[src/shared/msc_defines.vh]
// msc_defines.vh: offsets, field positions, reset values and timing counts
// for the system control pin block; assumes 32-bit APB data, word offsets.
`ifndef MSC_DEFINES_VH
`define MSC_DEFINES_VH

`define MSC_OFF_CTRL        8'h00
`define MSC_OFF_STATUS      8'h04
`define MSC_OFF_ACK         8'h08

// control register fields
`define MSC_CTRL_EDGE_SEL   0
`define MSC_CTRL_ECLK_DIS   1
`define MSC_CTRL_STOP       2
`define MSC_CTRL_NMI_MASK   3
`define MSC_CTRL_IRQ_MASK   4
`define MSC_CTRL_RESET      5'h18

// status register fields
`define MSC_ST_MODE_LO      0
`define MSC_ST_MODE_HI      1
`define MSC_ST_RST_EXT      2
`define MSC_ST_RST_INT      3
`define MSC_ST_IRQ_REQ      4
`define MSC_ST_NMI_REQ      5
`define MSC_ST_MODE_VALID   6

`define MSC_ACK_IRQ         0

// operating mode encoding {mode_strap_high, mode_strap_low}
`define MSC_MODE_BOOT       2'h0
`define MSC_MODE_SINGLE     2'h1
`define MSC_MODE_TEST       2'h2
`define MSC_MODE_EXPANDED   2'h3

// timing
`define MSC_ECLK_DIV        4
`define MSC_RST_DRIVE_ECYC  4
`define MSC_RST_SENSE_ECYC  2

`endif

[src/rtl/msc_eclk.v]
// msc_eclk: bus clock phase generator, one quarter of pclk, as enables.
// assumes pclk is the oscillator input; stop and gating come from the top.
`timescale 1ns/100ps
`default_nettype none
`include "msc_defines.vh"

module msc_eclk (
    input  wire       pclk,
    input  wire       presetn,
    input  wire       stop,
    input  wire       pin_disable,
    input  wire [1:0] op_mode,
    output reg        eclk_q,
    output reg        eclk_pin_q,
    output reg        e_tick_q,
    output reg        access_q
);
    reg  [1:0] phase_q;
    wire       single_chip;

    assign single_chip = (op_mode == `MSC_MODE_SINGLE) || (op_mode == `MSC_MODE_BOOT);

    always @(posedge pclk or negedge presetn) begin
        if (!presetn) begin
            phase_q    <= 2'h0;
            eclk_q     <= 1'b0;
            eclk_pin_q <= 1'b0;
            e_tick_q   <= 1'b0;
            access_q   <= 1'b0;
        end else if (stop) begin
            // every output freezes low and the phase count holds, so no stray edge leaves the pin
            eclk_q     <= 1'b0;
            eclk_pin_q <= 1'b0;
            e_tick_q   <= 1'b0;
            access_q   <= 1'b0;
        end else begin
            phase_q    <= phase_q + 2'h1;
            eclk_q     <= phase_q[1];
            eclk_pin_q <= phase_q[1] & ~(pin_disable & single_chip);
            e_tick_q   <= (phase_q == 2'h3);
            access_q   <= phase_q[1];
        end
    end
endmodule
`default_nettype wire

[src/rtl/msc_irq.v]
// msc_irq: maskable and nonmaskable request conditioning.
// assumes pin inputs arrive already synchronised to pclk.
`timescale 1ns/100ps
`default_nettype none
`include "msc_defines.vh"

module msc_irq (
    input  wire pclk,
    input  wire presetn,
    input  wire sys_reset,
    input  wire irq_n_s,
    input  wire nmi_n_s,
    input  wire edge_sel,
    input  wire irq_mask,
    input  wire nmi_mask,
    input  wire irq_ack,
    output reg  irq_req_q,
    output reg  nmi_req_q
);
    reg  irq_prev_q;
    reg  edge_pend_q;
    wire fall;
    wire pending;

    assign fall    = irq_prev_q & ~irq_n_s;
    assign pending = edge_sel ? edge_pend_q : ~irq_n_s;

    always @(posedge pclk or negedge presetn) begin
        if (!presetn) begin
            irq_prev_q  <= 1'b1;
            edge_pend_q <= 1'b0;
            irq_req_q   <= 1'b0;
            nmi_req_q   <= 1'b0;
        end else if (sys_reset) begin
            irq_prev_q  <= irq_n_s;
            edge_pend_q <= 1'b0;
            irq_req_q   <= 1'b0;
            nmi_req_q   <= 1'b0;
        end else begin
            irq_prev_q <= irq_n_s;
            // a new edge in the ack cycle stays pending
            if (fall)
                edge_pend_q <= 1'b1;
            else if (irq_ack)
                edge_pend_q <= 1'b0;
            // a line still held low comes back once the mask drops
            irq_req_q <= pending & ~irq_mask;
            nmi_req_q <= ~nmi_n_s & ~nmi_mask;
        end
    end
endmodule
`default_nettype wire

[src/rtl/msc_top.v]
// msc_top: system control pins: reset pin, mode straps, fetch indicator,
// APB registers. assumes pins are asynchronous, failure and fetch inputs
// come from pclk logic, and an external pullup on every open-drain pin.
`timescale 1ns/100ps
`default_nettype none
`include "msc_defines.vh"

module msc_top #(
    parameter ADDR_W     = 8,
    parameter DRIVE_ECYC = `MSC_RST_DRIVE_ECYC,
    parameter SENSE_ECYC = `MSC_RST_SENSE_ECYC
) (
    input  wire              pclk,
    input  wire              presetn,
    input  wire [ADDR_W-1:0] paddr,
    input  wire              psel,
    input  wire              penable,
    input  wire              pwrite,
    input  wire [31:0]       pwdata,
    output reg  [31:0]       prdata,
    output reg               pready,
    output reg               pslverr,
    input  wire              reset_pin_i,
    output reg               reset_pin_o,
    output reg               reset_pin_oe,
    input  wire              clock_monitor_fail,
    input  wire              watchdog_timer_fail,
    input  wire              irq_pin_n,
    input  wire              nonmaskable_interrupt_input_n,
    input  wire              mode_strap_low,
    input  wire              mode_strap_high,
    input  wire              instr_start,
    output reg               opcode_fetch_indicator_o,
    output reg               opcode_fetch_indicator_oe,
    output wire              eclk,
    output wire              eclk_pin,
    output wire              e_tick,
    output reg               sys_reset,
    output reg  [1:0]        op_mode,
    output reg               mode_valid,
    output wire              irq_req,
    output wire              nmi_req
);
    localparam ST_RUN   = 2'h0;
    localparam ST_DRIVE = 2'h1;
    localparam ST_SENSE = 2'h2;
    localparam ST_EXT   = 2'h3;

    // pin synchronisers: stage one feeds only stage two
    reg  [4:0] sync1_q;
    reg  [4:0] sync2_q;
    wire [4:0] pins;
    wire       rst_s;
    wire       irq_s;
    wire       nmi_s;
    wire       mlo_s;
    wire       mhi_s;

    assign pins  = {mode_strap_high, mode_strap_low, nonmaskable_interrupt_input_n, irq_pin_n, reset_pin_i};
    assign rst_s = sync2_q[0];
    assign irq_s = sync2_q[1];
    assign nmi_s = sync2_q[2];
    assign mlo_s = sync2_q[3];
    assign mhi_s = sync2_q[4];

    genvar g;
    generate
        for (g = 0; g < 5; g = g + 1) begin : g_sync
            always @(posedge pclk or negedge presetn) begin
                if (!presetn) begin
                    // reset pin starts low: leaving reset needs a real high seen
                    sync1_q[g] <= (g == 0) ? 1'b0 : 1'b1;
                    sync2_q[g] <= (g == 0) ? 1'b0 : 1'b1;
                end else begin
                    sync1_q[g] <= pins[g];
                    sync2_q[g] <= sync1_q[g];
                end
            end
        end
    endgenerate

    reg  [4:0] ctrl_q;
    reg        irq_ack_q;
    wire       access;

    msc_eclk u_eclk (
        .pclk        (pclk),
        .presetn     (presetn),
        .stop        (ctrl_q[`MSC_CTRL_STOP]),
        .pin_disable (ctrl_q[`MSC_CTRL_ECLK_DIS]),
        .op_mode     (op_mode),
        .eclk_q      (eclk),
        .eclk_pin_q  (eclk_pin),
        .e_tick_q    (e_tick),
        .access_q    (access)
    );

    msc_irq u_irq (
        .pclk      (pclk),
        .presetn   (presetn),
        .sys_reset (sys_reset),
        .irq_n_s   (irq_s),
        .nmi_n_s   (nmi_s),
        .edge_sel  (ctrl_q[`MSC_CTRL_EDGE_SEL]),
        .irq_mask  (ctrl_q[`MSC_CTRL_IRQ_MASK]),
        .nmi_mask  (ctrl_q[`MSC_CTRL_NMI_MASK]),
        .irq_ack   (irq_ack_q),
        .irq_req_q (irq_req),
        .nmi_req_q (nmi_req)
    );

    // reset pin sequencer
    reg  [1:0] st_q;
    reg  [1:0] st_d;
    reg  [2:0] cnt_q;
    reg  [2:0] cnt_d;
    reg        rst_int_q;
    reg        rst_ext_q;

    always @* begin
        st_d  = st_q;
        cnt_d = cnt_q;
        case (st_q)
            ST_RUN: begin
                cnt_d = 3'h0;
                if (clock_monitor_fail || watchdog_timer_fail)
                    st_d = ST_DRIVE;
                else if (!rst_s)
                    st_d = ST_EXT;
            end
            ST_DRIVE: begin
                if (e_tick) begin
                    if (cnt_q == DRIVE_ECYC[2:0] - 3'h1) begin
                        st_d  = ST_SENSE;
                        cnt_d = 3'h0;
                    end else begin
                        cnt_d = cnt_q + 3'h1;
                    end
                end
            end
            ST_SENSE: begin
                // pin still low after the window: someone outside holds it
                if (rst_s)
                    st_d = ST_RUN;
                else if (e_tick) begin
                    if (cnt_q == SENSE_ECYC[2:0] - 3'h1)
                        st_d = ST_EXT;
                    else
                        cnt_d = cnt_q + 3'h1;
                end
            end
            ST_EXT: begin
                if (rst_s)
                    st_d = ST_RUN;
            end
            default: begin
                st_d = ST_EXT;
            end
        endcase
    end

    always @(posedge pclk or negedge presetn) begin
        if (!presetn) begin
            st_q         <= ST_EXT;
            cnt_q        <= 3'h0;
            sys_reset    <= 1'b1;
            reset_pin_o  <= 1'b0;
            reset_pin_oe <= 1'b0;
            rst_int_q    <= 1'b0;
            rst_ext_q    <= 1'b0;
            op_mode      <= 2'h0;
            mode_valid   <= 1'b0;
        end else begin
            st_q         <= st_d;
            cnt_q        <= cnt_d;
            sys_reset    <= (st_d != ST_RUN);
            reset_pin_o  <= 1'b0;
            reset_pin_oe <= (st_d == ST_DRIVE);
            if (st_q == ST_SENSE && st_d == ST_RUN) begin
                rst_int_q <= 1'b1;
                rst_ext_q <= 1'b0;
            end else if (st_q == ST_EXT && st_d == ST_RUN) begin
                rst_int_q <= 1'b0;
                rst_ext_q <= 1'b1;
            end
            // straps sampled as reset lets go, frozen until the next one
            if (st_q != ST_RUN && st_d == ST_RUN) begin
                op_mode    <= {mhi_s, mlo_s};
                mode_valid <= 1'b1;
            end else if (st_d != ST_RUN) begin
                mode_valid <= 1'b0;
            end
        end
    end

    // opcode fetch indicator, held for one full bus cycle
    reg [1:0] fetch_cnt_q;

    always @(posedge pclk or negedge presetn) begin
        if (!presetn) begin
            fetch_cnt_q               <= 2'h0;
            opcode_fetch_indicator_o  <= 1'b0;
            opcode_fetch_indicator_oe <= 1'b0;
        end else begin
            opcode_fetch_indicator_o <= 1'b0;
            if (instr_start && mode_valid && !sys_reset) begin
                opcode_fetch_indicator_oe <= 1'b1;
                fetch_cnt_q               <= 2'h3;
            end else if (fetch_cnt_q != 2'h0) begin
                fetch_cnt_q <= fetch_cnt_q - 2'h1;
            end else begin
                opcode_fetch_indicator_oe <= 1'b0;
            end
        end
    end

    // apb slave: answers only in the high bus-clock phase
    wire       acc;
    wire       wr;
    reg [31:0] rd_d;
    reg        err_d;

    assign acc = psel & penable;
    assign wr  = acc & pwrite & pready;

    always @* begin
        rd_d  = 32'h0;
        err_d = 1'b0;
        case (paddr)
            `MSC_OFF_CTRL:   rd_d = {27'h0, ctrl_q};
            `MSC_OFF_STATUS: rd_d = {25'h0, mode_valid, nmi_req, irq_req, rst_int_q, rst_ext_q, op_mode};
            `MSC_OFF_ACK:    rd_d = 32'h0;
            default:         err_d = 1'b1;
        endcase
    end

    always @(posedge pclk or negedge presetn) begin
        if (!presetn) begin
            pready  <= 1'b0;
            pslverr <= 1'b0;
            prdata  <= 32'h0;
        end else begin
            if (acc && !pready && access) begin
                pready  <= 1'b1;
                pslverr <= err_d;
                prdata  <= pwrite ? 32'h0 : rd_d;
            end else begin
                pready  <= 1'b0;
                pslverr <= 1'b0;
            end
        end
    end

    always @(posedge pclk or negedge presetn) begin
        if (!presetn) begin
            ctrl_q    <= `MSC_CTRL_RESET;
            irq_ack_q <= 1'b0;
        end else if (sys_reset) begin
            ctrl_q    <= `MSC_CTRL_RESET;
            irq_ack_q <= 1'b0;
        end else begin
            irq_ack_q <= wr && (paddr == `MSC_OFF_ACK) && pwdata[`MSC_ACK_IRQ];
            if (wr && paddr == `MSC_OFF_CTRL) begin
                ctrl_q[`MSC_CTRL_EDGE_SEL] <= pwdata[`MSC_CTRL_EDGE_SEL];
                ctrl_q[`MSC_CTRL_ECLK_DIS] <= pwdata[`MSC_CTRL_ECLK_DIS];
                ctrl_q[`MSC_CTRL_STOP]     <= pwdata[`MSC_CTRL_STOP];
                ctrl_q[`MSC_CTRL_IRQ_MASK] <= pwdata[`MSC_CTRL_IRQ_MASK];
                // software may only clear the nonmaskable mask
                if (!pwdata[`MSC_CTRL_NMI_MASK])
                    ctrl_q[`MSC_CTRL_NMI_MASK] <= 1'b0;
            end
        end
    end
endmodule
`default_nettype wire

[config.mk]
export PLATFORM = sky130hd
export DESIGN_NAME = msc_top
export DESIGN_NICKNAME = d
export VERILOG_FILES = /design/src/rtl/msc_eclk.v /design/src/rtl/msc_irq.v /design/src/rtl/msc_top.v
export VERILOG_INCLUDE_DIRS = /design/src /design/src/shared
export SDC_FILE = /design/constraint.sdc
export NUM_CORES = 1
export LEC_CHECK = 0
export ABC_AREA = 1
export BUFFER_PORTS_ARGS = -buffer_cell sky130_fd_sc_hd__buf_2
export CORE_ASPECT_RATIO = 0.8
export CORE_MARGIN = 2
export CORE_UTILIZATION = 40
export CTS_BUF_LIST = sky130_fd_sc_hd__clkbuf_8
export DETAILED_ROUTE_END_ITERATION = 6
export GPL_TIMING_DRIVEN = 0
export PLACE_DENSITY = 0.69
export SYNTH_ARGS = -nofsm -noshare
export SYNTH_HDL_FRONTEND = slang
export SYNTH_HIERARCHICAL = 1
export SYNTH_SLANG_ARGS = --single-unit
[constraint.sdc]
create_clock -name pclk -period 3.2 [get_ports pclk]
set_clock_uncertainty 0.05 [all_clocks]
set_input_delay 0.32 -clock pclk [delete_from_list [all_inputs] [get_ports pclk]]
set_output_delay 0.32 -clock pclk [all_outputs]
set_load 0.005 [all_outputs]
==> metrics.txt <==
# TYPE chip_impl_metric gauge
chip_impl_metric{name="routed_wire_length_per_instance",unit="µm"} 10.3
chip_impl_info{name="hold_path_class",value="in -> reg"} 1
chip_impl_metric{name="async_reset_ff_frac",unit=""} 1.00
chip_impl_metric{name="vias_per_cell",unit=""} 4.21
chip_impl_info{name="outcome",value="complete, no violations"} 1
chip_impl_metric{name="hold_viol_final",unit=""} 0
chip_impl_metric{name="die_width",unit="µm"} 90.1
chip_impl_info{name="cts_root_buffer",value="clkbuf_8"} 1
chip_impl_metric{name="grt_pass1_wl",unit="mm"} 7.31
chip_impl_metric{name="place_hpwl",unit="mm"} 3.26
chip_impl_metric{name="postRouteWirelength",unit="mm"} 4.25
chip_impl_metric{name="netlist_instances",unit=""} 254
chip_impl_metric{name="synth.yosys.seq_area_share",unit=""} 0.524
chip_impl_metric{name="die_height",unit="µm"} 72.9
chip_impl_metric{name="worstSkewPairLatency",unit="ns"} 0.29
chip_impl_info{name="globalRoute.busiestLayer",value="met1"} 1
chip_impl_metric{name="cts-buffers-inserted",unit=""} 5
chip_impl_info{name="timing_worst_setup_path_type",value="reg -> reg"} 1
chip_impl_metric{name="max_freq",unit="MHz"} 484
chip_impl_metric{name="stdcell_area",unit="µm²"} 2890
chip_impl_metric{name="die_area",unit="µm²"} 6570
chip_impl_metric{name="ctsResizeCount",unit=""} 0
chip_impl_metric{name="worstMarginPinSlew",unit="ns"} 1.05
chip_impl_info{name="synth_top_area_cell",value="dfrtp_1"} 1
chip_impl_metric{name="timing.final.crit_share",unit=""} 0.646
chip_impl_info{name="ys_dominant_reg_cell",value="dfrtp_1"} 1
chip_impl_metric{name="postCtsHoldBufs",unit=""} 0
chip_impl_metric{name="design.core.area",unit="µm²"} 5820
chip_impl_metric{name="grt_util_met2",unit=""} 0.195
chip_impl_metric{name="grtUsageMet3",unit=""} 0.0351
chip_impl_metric{name="grt-ovfl-total",unit=""} 0
chip_impl_metric{name="syn_area_per_cell",unit="µm²"} 9.34
chip_impl_info{name="netlist_top_cells_count",value="54 x nand2_1, 35 x dfrtp_1, 28 x buf_4"} 1
chip_impl_metric{name="tns",unit="ns"} 0
chip_impl_info{name="tritoncts",value="done"} 1
chip_impl_metric{name="cts_max_level",unit=""} 2
chip_impl_metric{name="row_count",unit=""} 25
chip_impl_metric{name="report.final.setup_viol",unit=""} 0
chip_impl_metric{name="io_pins",unit=""} 100
chip_impl_metric{name="synth-warning-count",unit=""} 6
chip_impl_metric{name="ctsLongestPathBuffers",unit=""} 2
chip_impl_metric{name="critPathMaxFanout",unit=""} 7
chip_impl_metric{name="drt_drc_violations_left",unit=""} 0
chip_impl_metric{name="ys_ff_latch",unit=""} 49
chip_impl_metric{name="report.power.total",unit="mW"} 1.69
chip_impl_metric{name="grt_pass1_vias",unit=""} 1582
chip_impl_metric{name="timing.max_slew.rel_slack",unit=""} 0.303
chip_impl_metric{name="post-cts-setup-buffers",unit=""} 0
chip_impl_metric{name="buffer_ports.inserted",unit=""} 45
chip_impl_metric{name="start_util",unit=""} 0.408
chip_impl_metric{name="drv_slew",unit=""} 0
chip_impl_metric{name="design.final.nets",unit=""} 395
chip_impl_metric{name="dr.first_iter.drc_count",unit=""} 128
chip_impl_metric{name="worstPathArrival",unit="ns"} 2.25
chip_impl_metric{name="globalRouteMet1Util",unit=""} 0.212
chip_impl_info{name="netlist_top_cells_area",value="dfrtp_1 37%, dfstp_2 15%, buf_4 8.9%"} 1
chip_impl_metric{name="finalWorstPathRequiredPeriod",unit="ns"} 2.07
chip_impl_info{name="grt_setup_unrepaired",value="false"} 1
chip_impl_metric{name="placedInstanceArea",unit="µm²"} 2800
chip_impl_metric{name="critical_path_required",unit="ns"} 3.39
chip_impl_metric{name="number_of_synthesized_flops_with_an_enable_pin",unit=""} 0
chip_impl_metric{name="fraction_of_final_layout_cells_with_drive_strength_greater_than_1",unit=""} 0.330
chip_impl_metric{name="num_antenna_cells",unit=""} 0
chip_impl_metric{name="clkTransAtPathRegs",unit="ns"} 0.08
chip_impl_info{name="setup.worst_path.start_class",value="flop"} 1
chip_impl_metric{name="netlist_area",unit="µm²"} 2370
chip_impl_metric{name="vias",unit=""} 1741
chip_impl_metric{name="fillers",unit=""} 553
chip_impl_info{name="timing.critical_path.to_type",value="flop"} 1
chip_impl_metric{name="power_per_cell_area",unit="nW/µm²"} 584
chip_impl_metric{name="clock-sinks",unit=""} 49
chip_impl_info{name="synthMostInstantiatedCell",value="nand2_1"} 1
chip_impl_metric{name="leakage",unit="nW"} 1.59
chip_impl_metric{name="drt_pass1_iterations",unit=""} 4
chip_impl_metric{name="overall_global_routing_resource_usage",unit=""} 0.138
chip_impl_metric{name="relative_area_change_from_synthesis_to_final_layout",unit="%"} 21.7
chip_impl_metric{name="worst_ir_drop_vdd",unit="V"} 0.000271
chip_impl_metric{name="grt_start_max_net_pins",unit=""} 50
chip_impl_metric{name="gp_congestion",unit=""} 0.868
chip_impl_metric{name="drt.antenna.violating_nets",unit=""} 0
chip_impl_metric{name="final_core_utilization",unit=""} 0.496
chip_impl_metric{name="synth_largest_type_area_fraction",unit=""} 0.369
chip_impl_metric{name="ys_types",unit=""} 31
chip_impl_metric{name="grt_antenna_before_repair",unit=""} 0
chip_impl_metric{name="maximum_capacitance_violations",unit=""} 0
[cell usage in the layout (no fill, tap or decap)]
cell type   n
inv_1      28
nor4_1      1
o21ai_1     5
clkbuf_8    6
nand2_2     2
dfstp_2    14
o211ai_1    2
a211oi_2    1
o21ai_0     6
nand3_1    21
a21oi_1     5
nor3b_1     1
inv_2       3
nor2_2      3
nor2_1     17
conb_1     27
buf_2      45
buf_4      28
a21oi_2     1
nor2_4      1
nand2_1    54
dfrtp_1    35
nand4_1     3
nand2_4     2
or2_4       1
o21a_1      1
nand3_2     2
clkinv_1    2
nor4_4      1
ha_1       10
nand3b_1    1
nor3_1      3
a22o_1      1
[worst paths after layout]
kind / startpoint / cells after the start / slack [ns] / to
min: mode_strap_high / 1 / 0.07 / sync1_q[4]
min in group asynchronous: presetn / 1 / 0.16 / reset_pin_oe
max: st_q[0] / 9 / 1.13 / rst_int_q
max reg2reg: st_q[0] / 9 / 1.13 / rst_int_q
max in group asynchronous: presetn / 1 / 2.29 / u_eclk/access_q
min reg2reg: sync1_q[2] / 0 / 0.31 / nmi_s
[final cells by class]
cell class	count	area (µm²)	area share
buffer	28	210	0.0728
clock buffer	6	82.6	0.0286
clock inverter	2	7.51	0.00260
inverter	31	116	0.0403
multi-input combinational	172	901	0.312
sequential	49	1240	0.431
tap	81	101	0.0351
timing repair buffer	45	225	0.0780
[cells by family (layout without fill, tap and decap cells)]
logic type	Yosys count	after routing	share of synthesized area
buffers and inverters	59	112	0.138
and+or+nand+nor	113	113	0.228
AOI/OAI and AO/OA	22	22	0.0559
DFF	49	49	0.524
adders and majority gates	10	10	0.0527
other	1	27	0.00158
[critical path, stage by stage, from the launching register on]
cell and delay (ns):
dfstp_2 0.59, inv_1 0.07, ha_1 0.29, o21ai_1 0.17
nand3_1 0.11, a21oi_2 0.27, nand3_2 0.15, nor2_1 0.18
inv_1 0.06, nand2_1 0.06
[metal layers]
layer  wire (µm)  up-vias
met5           0        -
li1            -      911
met3         287        6
met2        1780       65
met4          43        0
met1        2140      759
[through the flow]
step,setup WS [ns],instances,hold slack [ns]
floorplan,1.44,280,-0.0256
global placement,1.21,406,0.284
detailed placement,1.20,406,0.289
CTS,1.17,414,0.0559
global route,0.973,414,0.0496
finish,1.13,414,0.0732
[state kept, by name (all words and copies together), names as in the netlist, 2 cells and up]
signal / flops
ctrl_q: 5
sync1_q: 5
op_mode: 2
prdata: 7
st_q: 2
cnt_q: 3
u_eclk/phase_q: 2
fetch_cnt_q: 2
[report_power, final]
group | switching [mW] | internal, mW | leakage [nW]
Sequential | 0.0795 | 0.736 | 0.606
Clock | 0.182 | 0.170 | 0.0538
Combinational | 0.309 | 0.210 | 0.932
No activity file was read; power rests on OpenSTA's default activity.
